### src/core/ssf_pkg.sv
//------------------------------------------------------------
// constants and types
//------------------------------------------------------------
// Contract
// - six 16-bit segment registers: code, data, stack, extra, two auxiliary data.
// - data references default to data segment, stack references to stack segment.
// - code fetches always use code segment; overrides never apply.
// - push, pop, call, return, interrupt stack accesses always use stack segment.
// - string-store and string-move destinations always use extra segment.
// - other data references default to data; an override may redirect them.
// - next offset advances by instruction length unless execution is redirected.
// - low half of flags is the legacy 16-bit flags register.
// - bit 21 writable only when feature query enable is set.
// - bit 18 with align mask set faults misaligned accesses.
// - bit 17 in protected mode: legacy segment loads, privileged opcodes fault 13.
// - bit 17 set only by interrupt return at level 0 or task switch.
// - bit 16 set at a boundary suppresses debug faults of next instruction.
// - bit 14 in protected mode marks a nested task.
// - io instructions above level in bits 13:12 fault 13 or check bitmap.
// - popped interrupt enable changes only when privilege is at or below bits 13:12.
// - bit 11 set when carry into sign differs from carry out of top.
// - bit 10 clear increments string indexes, set decrements them.
// - bit 9 set lets maskable interrupts be acknowledged, clear holds them off.
// - bit 8 raises single-step trap after next instruction; trap clears it.
package ssf_pkg;
  localparam logic [7:0] OFF_FLAGS = 8'h00;
  localparam logic [7:0] OFF_NEXT = 8'h04;
  localparam logic [7:0] OFF_SEG_BASE = 8'h08;
  localparam logic [7:0] OFF_SEG_LAST = 8'h1C;
  localparam logic [7:0] OFF_CONFIG = 8'h20;
  localparam int FB_TF = 8;
  localparam int FB_IF = 9;
  localparam int FB_DF = 10;
  localparam int FB_OF = 11;
  localparam int FB_IO_PRIVILEGE_LEVEL = 12;
  localparam int FB_NT = 14;
  localparam int FB_RF = 16;
  localparam int FB_VM = 17;
  localparam int FB_AC = 18;
  localparam int FB_ID = 21;
  localparam logic [31:0] FLAGS_RESET = 32'h0000_0002;
  localparam logic [31:0] FLAGS_WMASK = 32'h0027_7FD5;
  localparam logic [31:0] FLAGS_FIXED1 = 32'h0000_0002;
  localparam int CFG_PROT = 0;
  localparam int CFG_CPL = 1;
  localparam int CFG_FQ = 7;
  localparam int CFG_AM = 18;
  localparam logic [31:0] CONFIG_RESET = 32'h0000_0000;
  localparam logic [31:0] NEXT_RESET = 32'h0000_0000;
  localparam logic [15:0] SEG_RESET = 16'h0000;
  localparam logic [7:0] GP_VECTOR = 8'h0D;
  typedef enum logic [2:0] {
    SEG_CODE, SEG_STACK, SEG_DATA, SEG_EXTRA, SEG_AUX1, SEG_AUX2
  } ssf_seg_t;
  typedef enum logic [2:0] {
    REF_CODE, REF_PUSH, REF_POP, REF_STR_DEST, REF_DATA, REF_STACK_DATA
  } ssf_ref_t;
endpackage

### src/core/ssf_core.sv
// The strobed register port and the register offsets were chosen for this implementation.
`timescale 1ns/100ps
module ssf_core (
  input wire logic clk_in,
  input wire logic reset_in,
  input wire logic ce_in,
  input wire logic [7:0] addr_in,
  input wire logic [31:0] wdata_in,
  input wire logic wr_in,
  input wire logic rd_in,
  output logic [31:0] rdata_out,
  input wire logic ref_valid_in,
  input wire logic [2:0] ref_kind_in,
  input wire logic ovr_prefix_in,
  input wire logic [2:0] ovr_seg_in,
  output logic [2:0] seg_idx_out,
  output logic [15:0] seg_value_out,
  input wire logic seg_load_in,
  input wire logic [2:0] seg_load_idx_in,
  input wire logic [15:0] seg_load_value_in,
  input wire logic retire_in,
  input wire logic [3:0] instr_len_in,
  input wire logic redirect_in,
  input wire logic [31:0] redirect_target_in,
  output logic [31:0] next_instr_offset_out,
  input wire logic pop_flags_in,
  input wire logic iret_in,
  input wire logic task_switch_in,
  input wire logic [31:0] flags_value_in,
  input wire logic alu_valid_in,
  input wire logic carry_into_sign_in,
  input wire logic carry_out_top_in,
  input wire logic access_valid_in,
  input wire logic access_misaligned_in,
  input wire logic priv_op_in,
  input wire logic io_instr_in,
  input wire logic breakpoint_hit_in,
  input wire logic maskable_irq_input_in,
  output logic [31:0] flags_out,
  output logic [15:0] legacy_flags_out,
  output logic align_fault_out,
  output logic gp_fault_out,
  output logic io_deny_out,
  output logic [7:0] gp_vector_out,
  output logic debug_fault_out,
  output logic irq_ack_out,
  output logic step_trap_out,
  output logic legacy_seg_load_out,
  output logic nested_task_out,
  output logic idx_decrement_out
);

  //------------------------------------------------------------
  // state
  //------------------------------------------------------------
  logic [31:0] flags_reg;
  logic [31:0] flags_next;
  logic [31:0] loaded;
  logic [31:0] next_off_reg;
  logic [31:0] config_reg;
  logic [15:0] seg_reg [0:5];
  logic ovr_valid_reg;
  logic [2:0] ovr_seg_reg;
  logic [31:0] rdata_reg;
  logic [2:0] seg_idx_reg;
  logic [15:0] seg_value_reg;
  logic align_fault_reg;
  logic gp_fault_reg;
  logic io_deny_reg;
  logic debug_fault_reg;
  logic irq_ack_reg;
  logic step_trap_reg;
  logic [2:0] sel_next;
  logic [1:0] current_privilege;
  logic [1:0] io_privilege_level;
  logic prot;
  logic seg_bus_hit;
  logic [7:0] seg_bus_off;
  logic [2:0] seg_bus_idx;
  logic load_any;
  logic vm_allowed;
  ssf_pkg::ssf_ref_t kind;

  assign current_privilege = config_reg[ssf_pkg::CFG_CPL +: 2];
  assign io_privilege_level = flags_reg[ssf_pkg::FB_IO_PRIVILEGE_LEVEL +: 2];
  assign prot = config_reg[ssf_pkg::CFG_PROT];
  assign kind = ssf_pkg::ssf_ref_t'(ref_kind_in);
  assign seg_bus_off = addr_in - ssf_pkg::OFF_SEG_BASE;
  assign seg_bus_idx = seg_bus_off[4:2];
  assign seg_bus_hit = (addr_in >= ssf_pkg::OFF_SEG_BASE) && (addr_in <= ssf_pkg::OFF_SEG_LAST)
                       && (addr_in[1:0] == 2'b00);
  assign load_any = pop_flags_in || task_switch_in || (wr_in && addr_in == ssf_pkg::OFF_FLAGS);
  assign vm_allowed = task_switch_in || (iret_in && pop_flags_in && current_privilege == 2'd0);

  //------------------------------------------------------------
  // register bus
  //------------------------------------------------------------
  always_ff @(posedge clk_in) begin
    if (reset_in) begin
      config_reg <= ssf_pkg::CONFIG_RESET;
    end else if (ce_in && wr_in && addr_in == ssf_pkg::OFF_CONFIG) begin
      config_reg <= wdata_in;
    end
  end

  always_ff @(posedge clk_in) begin
    if (reset_in) begin
      rdata_reg <= 32'h0000_0000;
    end else if (ce_in) begin
      rdata_reg <= 32'h0000_0000;
      if (rd_in) begin
        if (addr_in == ssf_pkg::OFF_FLAGS) begin
          rdata_reg <= flags_reg;
        end else if (addr_in == ssf_pkg::OFF_NEXT) begin
          rdata_reg <= next_off_reg;
        end else if (addr_in == ssf_pkg::OFF_CONFIG) begin
          rdata_reg <= config_reg;
        end else if (seg_bus_hit) begin
          rdata_reg <= {16'h0000, seg_reg[seg_bus_idx]};
        end
      end
    end
  end

  //------------------------------------------------------------
  // segment registers
  //------------------------------------------------------------
  // six selectors
  always_ff @(posedge clk_in) begin
    if (reset_in) begin
      for (int i = 0; i < 6; i++) begin
        seg_reg[i] <= ssf_pkg::SEG_RESET;
      end
    end else if (ce_in) begin
      if (seg_load_in && seg_load_idx_in <= 3'd5) begin
        seg_reg[seg_load_idx_in] <= seg_load_value_in;
      end else if (wr_in && seg_bus_hit) begin
        seg_reg[seg_bus_idx] <= wdata_in[15:0];
      end
    end
  end

  always_ff @(posedge clk_in) begin
    if (reset_in) begin
      ovr_valid_reg <= 1'b0;
      ovr_seg_reg <= 3'd0;
    end else if (ce_in) begin
      if (ovr_prefix_in && ovr_seg_in <= 3'd5) begin
        ovr_valid_reg <= 1'b1;
        ovr_seg_reg <= ovr_seg_in;
      end else if (retire_in || redirect_in) begin
        ovr_valid_reg <= 1'b0;
      end
    end
  end

  always_comb begin
    sel_next = ssf_pkg::SEG_DATA;
    case (kind)
      ssf_pkg::REF_CODE: sel_next = ssf_pkg::SEG_CODE;
      ssf_pkg::REF_PUSH, ssf_pkg::REF_POP: sel_next = ssf_pkg::SEG_STACK;
      ssf_pkg::REF_STR_DEST: sel_next = ssf_pkg::SEG_EXTRA;
      ssf_pkg::REF_STACK_DATA: sel_next = ovr_valid_reg ? ovr_seg_reg : ssf_pkg::SEG_STACK;
      ssf_pkg::REF_DATA: sel_next = ovr_valid_reg ? ovr_seg_reg : ssf_pkg::SEG_DATA;
      default: sel_next = ssf_pkg::SEG_DATA;
    endcase
  end

  always_ff @(posedge clk_in) begin
    if (reset_in) begin
      seg_idx_reg <= ssf_pkg::SEG_CODE;
      seg_value_reg <= ssf_pkg::SEG_RESET;
    end else if (ce_in && ref_valid_in) begin
      seg_idx_reg <= sel_next;
      seg_value_reg <= seg_reg[sel_next];
    end
  end

  //------------------------------------------------------------
  // next instruction offset
  //------------------------------------------------------------
  // advance or redirect
  always_ff @(posedge clk_in) begin
    if (reset_in) begin
      next_off_reg <= ssf_pkg::NEXT_RESET;
    end else if (ce_in) begin
      if (redirect_in) begin
        next_off_reg <= redirect_target_in;
      end else if (retire_in) begin
        next_off_reg <= next_off_reg + {28'h000_0000, instr_len_in};
      end else if (wr_in && addr_in == ssf_pkg::OFF_NEXT) begin
        next_off_reg <= wdata_in;
      end
    end
  end

  //------------------------------------------------------------
  // flags
  //------------------------------------------------------------
  always_comb begin
    flags_next = flags_reg;
    loaded = flags_reg;
    if (alu_valid_in) begin
      flags_next[ssf_pkg::FB_OF] = carry_into_sign_in ^ carry_out_top_in;
    end
    if (retire_in) begin
      flags_next[ssf_pkg::FB_RF] = 1'b0;
      if (flags_reg[ssf_pkg::FB_TF]) begin
        flags_next[ssf_pkg::FB_TF] = 1'b0;
      end
    end
    if (load_any) begin
      loaded = (pop_flags_in || task_switch_in) ? flags_value_in : wdata_in;
      loaded = (loaded & ssf_pkg::FLAGS_WMASK) | ssf_pkg::FLAGS_FIXED1;
      if (!config_reg[ssf_pkg::CFG_FQ]) begin
        loaded[ssf_pkg::FB_ID] = flags_reg[ssf_pkg::FB_ID];
      end
      if (!vm_allowed) begin
        loaded[ssf_pkg::FB_VM] = flags_reg[ssf_pkg::FB_VM] & loaded[ssf_pkg::FB_VM];
      end
      if (pop_flags_in && !task_switch_in && current_privilege > io_privilege_level) begin
        loaded[ssf_pkg::FB_IF] = flags_reg[ssf_pkg::FB_IF];
      end
      flags_next = loaded;
    end
  end

  always_ff @(posedge clk_in) begin
    if (reset_in) begin
      flags_reg <= ssf_pkg::FLAGS_RESET;
    end else if (ce_in) begin
      flags_reg <= flags_next;
    end
  end

  //------------------------------------------------------------
  // events and faults
  //------------------------------------------------------------
  always_ff @(posedge clk_in) begin
    if (reset_in) begin
      align_fault_reg <= 1'b0;
      gp_fault_reg <= 1'b0;
      io_deny_reg <= 1'b0;
    end else if (ce_in) begin
      align_fault_reg <= access_valid_in && access_misaligned_in && flags_reg[ssf_pkg::FB_AC]
                         && config_reg[ssf_pkg::CFG_AM];
      io_deny_reg <= io_instr_in && prot && current_privilege > io_privilege_level;
      gp_fault_reg <= (priv_op_in && prot && flags_reg[ssf_pkg::FB_VM])
                      || (io_instr_in && prot && current_privilege > io_privilege_level);
    end
  end

  always_ff @(posedge clk_in) begin
    if (reset_in) begin
      debug_fault_reg <= 1'b0;
      irq_ack_reg <= 1'b0;
      step_trap_reg <= 1'b0;
    end else if (ce_in) begin
      debug_fault_reg <= breakpoint_hit_in && !flags_reg[ssf_pkg::FB_RF];
      irq_ack_reg <= retire_in && maskable_irq_input_in && flags_reg[ssf_pkg::FB_IF];
      step_trap_reg <= retire_in && flags_reg[ssf_pkg::FB_TF];
    end
  end

  //------------------------------------------------------------
  // outputs
  //------------------------------------------------------------
  assign rdata_out = rdata_reg;
  assign seg_idx_out = seg_idx_reg;
  assign seg_value_out = seg_value_reg;
  assign next_instr_offset_out = next_off_reg;
  assign flags_out = flags_reg;
  assign legacy_flags_out = flags_reg[15:0];
  assign align_fault_out = align_fault_reg;
  assign gp_fault_out = gp_fault_reg;
  assign io_deny_out = io_deny_reg;
  assign gp_vector_out = ssf_pkg::GP_VECTOR;
  assign debug_fault_out = debug_fault_reg;
  assign irq_ack_out = irq_ack_reg;
  assign step_trap_out = step_trap_reg;
  assign legacy_seg_load_out = prot && flags_reg[ssf_pkg::FB_VM];
  assign nested_task_out = prot && flags_reg[ssf_pkg::FB_NT];
  assign idx_decrement_out = flags_reg[ssf_pkg::FB_DF];
endmodule

### config.mk
export PLATFORM = sky130hd
export DESIGN_NAME = ssf_core
export DESIGN_NICKNAME = d
export VERILOG_FILES = /design/src/core/ssf_pkg.sv /design/src/core/ssf_core.sv
export SDC_FILE = /design/constraint.sdc
export NUM_CORES = 1
export LEC_CHECK = 0
export BUFFER_PORTS_ARGS = -buffer_cell sky130_fd_sc_hd__buf_4
export CORE_MARGIN = 2
export CORE_UTILIZATION = 40
export CTS_CLUSTER_DIAMETER = 30
export DETAILED_ROUTE_END_ITERATION = 6
export PLACE_DENSITY = 0.64
export SYNTH_ARGS = -nofsm -noshare
export SYNTH_HDL_FRONTEND = slang
export SYNTH_SLANG_ARGS = --single-unit
### constraint.sdc
create_clock -name clk_in -period 2.65 [get_ports clk_in]
set_input_delay 0.53 -clock clk_in [delete_from_list [all_inputs] [get_ports clk_in]]
set_output_delay 0.53 -clock clk_in [all_outputs]
set_load 0.02 [all_outputs]
==> results.md <==
- Number of buffers inserted by port buffering: 258
- Core Footprint: 34500 sq um
- Peak supply drop: ~0.00052 V
- CP Max Fanout: 5
- Commonest register cell after synthesis: dfxtp_1
- Number of sinks on the clock net: 269
- Main area contributors after synthesis: edfxtp_1 (28%), dfxtp_1 (20%), nor2_1 (5.3%)
- Iter 0 DRT Violations: 1399
- Worst Path Required: 3.04 ns
- Leak Pwr: 7.58 nW
- Worst max-slew margin expressed relative to the limit: 0.240
- Post-route worst setup slack: 0.236 ns
- Pin count of the biggest net entering global routing: 87
- Final GP Congestion: 0.912
- Clock Tree Buf Depth: 3
- Per-cell via count in the routed design: 5.87
- Max FFs per register: 128
- Smallest hold slack: 0.209 ns
- Arrival time at the worst endpoint: 2.80 ns
- Number of search-and-repair iterations in the first detailed-routing pass: 6
- Total Power: approximately 0.015 W
- Die boundary height: 191 um
- Layout overhead on the synthesized area: 38.3%
- Vias post-DR: 14100
- Clock slew seen by the registers of the worst setup and hold paths: 0.04 ns
- Total area of multi-input combinational cells: 6530 sq um
- Total wire length: 51800 um
- TritonCTS clock tree: done
- NumNets Final: 2061
- Post-Syn Area: between 10000 and 15000 sq um
- Placed wire-length estimate after detailed placement: 36000 um
- Most frequent cells after synthesis: nor2_1 (198), nand2_1 (195), dfxtp_1 (141)
- Period utilisation layout: 0.911
- Yosys warning count: 0
- Number of distinct library cells after synthesis: 78
- Overall overflow remaining after global route: 0
- Die outline width: between 150 and 200 um
- # DRC: 0
- Type of element capturing the critical path: flop
- Largest area contributor in the synthesized netlist: edfxtp_1
- Share of post-route cells with drive strength above 1: 0.268
- Quantity of hold-fixing buffers added after cts: 0
- Shortest clock period the worst path allows after layout: approximately 2.4 ns
- Antenna-violating nets left: 0
- Setup Skew: 0.0219 ns
- CTS-repair resized insts: 0
- Slowest cell on the critical path: fa_1
- Total of flip-flops plus latches after synthesis: 269
- Storage cell area: 6670 sq um
- Vias in the first global route: 13300
- Start of the worst register-to-register path: next_instr_offset_out[0]
- Max frequency: 414 MHz
- Effective utilization at floorplan: 0.405
- Reported max-cap violation count: 0
- Row count: 68
- Clock network latency to the later pin of the worst-skew pair: 0.57 ns
- Setup TNS: 0 ns
- Run status: complete, no violations
- Critical path origin: next_instr_offset_out[0]
- Async set or reset register ratio after synthesis: 0
- Post-synthesis cell count: 1581
- CP cell instances: ha_1 -> inv_1 -> fa_1 -> nor2b_1 -> o21ai_1 -> a21oi_2 -> buf_4 -> a31oi_1 -> o21ai_0 -> a21oi_1
- Top-level I/O count: 303
- Most repeated cell in the gate-level netlist after synthesis: nor2_1
- Buffer type at the clock tree root: clkbuf_16
- RSZ-0062 raised after global routing: no
- Non-Filler Instances: around 2400
- Worst setup path class: reg2reg
- Number of filler cells placed in the layout: 3093
- EDFF count, synth: 128
- Number of cells after detailed placement: 2282
- Path class of the lowest-slack min-delay path: in2reg
- H-Tree Depth: 3
- Diodes inserted: 0
- Post-CTS setup buffer count: 0
- Number of antenna violations at the first check in global routing: 0
- Number of max-slew violations in the final report: 0
- Register area share after synthesis: 0.478
- Floorplan die area: ~36000 sq um
- Final Hold Fails: 0
- Power density normalized to cell area: 786 nW/um^2
- All-Layer GR Usage: 0.279
- Maximum cell stage delay along the critical path: 0.39 ns
- Setup slack after placement: -0.104 ns
- Launch point of the worst hold path: ovr_seg_in[0]
- Total clock buffers created by CTS: 70
- Global-route wire length before repair: 77400 um
- Mean instance size in the synthesized netlist: 8.82 sq um
- Fraction of post-synthesis cell area in the top cell type by area: 0.276
- Setup crit start kind: flop
- Transition time at the pin with the least slew margin: 1.14 ns
- Final number of setup-violating endpoints: 0
- Avg WL per Cell: 21.5 um
worst max-delay path, delay by kind of cell, from the launching register on:
family / cells / cell delay (ns)
DFF: 1 / 0.33
AOI/OAI and AO/OA: 5 / 0.88
adders and majority gates: 2 / 0.59
and+or+nand+nor: 1 / 0.18
buffers and inverters: 2 / 0.25
routing by layer:
metal / part of all wire / wire (um) / vias to the layer above / track usage
met5: 0 / 0 / - / 0
li1: - / - / 6390 / -
met4: 0.034 / 1740 / 0 / 0.119
met1: 0.42 / 21700 / 6832 / 0.383
met3: 0.10 / 5380 / 105 / 0.0640
met2: 0.44 / 23000 / 810 / 0.421
area by class of cell:
| cell class | count | share of cell area |
|---|---|---|
| Clock buffer | 88 | 0.101 |
| Clock inverter | 40 | 0.0252 |
| Inverter | 37 | 0.00720 |
| Multi-Input combinational cell | 1159 | 0.339 |
| Sequential cell | 269 | 0.346 |
| Tap cell | 455 | 0.0295 |
| Timing Repair Buffer | 362 | 0.153 |
layout by cell type (no fill, tap or decap), types with 9 or more instances in the layout:
master and n:
a211oi_1 9, a21oi_1 121, a22oi_1 51, a311oi_1 17
a31oi_1 35, a32oi_1 32, buf_12 18, buf_4 344
bufinv_16 10, clkbuf_16 73, clkinv_2 16, conb_1 60
dfxtp_1 141, edfxtp_1 128, inv_1 35, mux2_2 9
mux4_2 11, nand2_1 190, nand3_1 58, nand4_1 13
nor2_1 197, nor3_1 27, nor3b_1 9, o211ai_1 17
o21ai_0 112, o22ai_1 25, o31ai_1 11
metrics by stage:
stage | area, sq um | util
6_report | 19300 | 0.560
3_3_place_gp | 16800 | 0.489
2_1_floorplan | 14200 | -
5_1_grt | 19300 | 0.560
4_1_cts | 19300 | 0.560
3_5_place_dp | 16800 | 0.489
worst paths after layout:
kind	slack, ns	to	cells past startpoint
worst min register to register	0.45	rdata_out[10]	2
worst max-delay path	0.24	next_instr_offset_out[30]	10
worst min-delay path	0.21	ovr_seg_reg[0]	3
worst max register to register	0.24	next_instr_offset_out[30]	10
cells by family (layout without fill, tap and decap cells):
family / after synthesis / in the layout / share of synthesized area
multiplexers: 26 / 26 / 0.0293
adder cells (fa/ha/maj): 7 / 7 / 0.00682
XOR/XNOR: 4 / 4 / 0.00251
AO/OA/AOI/OAI: 504 / 504 / 0.233
buffers and inverters: 211 / 527 / 0.0719
other: 2 / 60 / 0.000538
flip-flops: 269 / 269 / 0.478
AND/OR/NAND/NOR: 558 / 558 / 0.178
report_power, final:
part / internal (W) / leakage (nW) / switching (W)
Clock: 0.00615 / 1.21 / 0.00259
Sequential: 0.00458 / 2.37 / 0.000165
Combinational: 0.000665 / 4.00 / 0.00100
Total: 0.0114 / 7.58 / 0.00376
(Power assumes the default switching activity.)
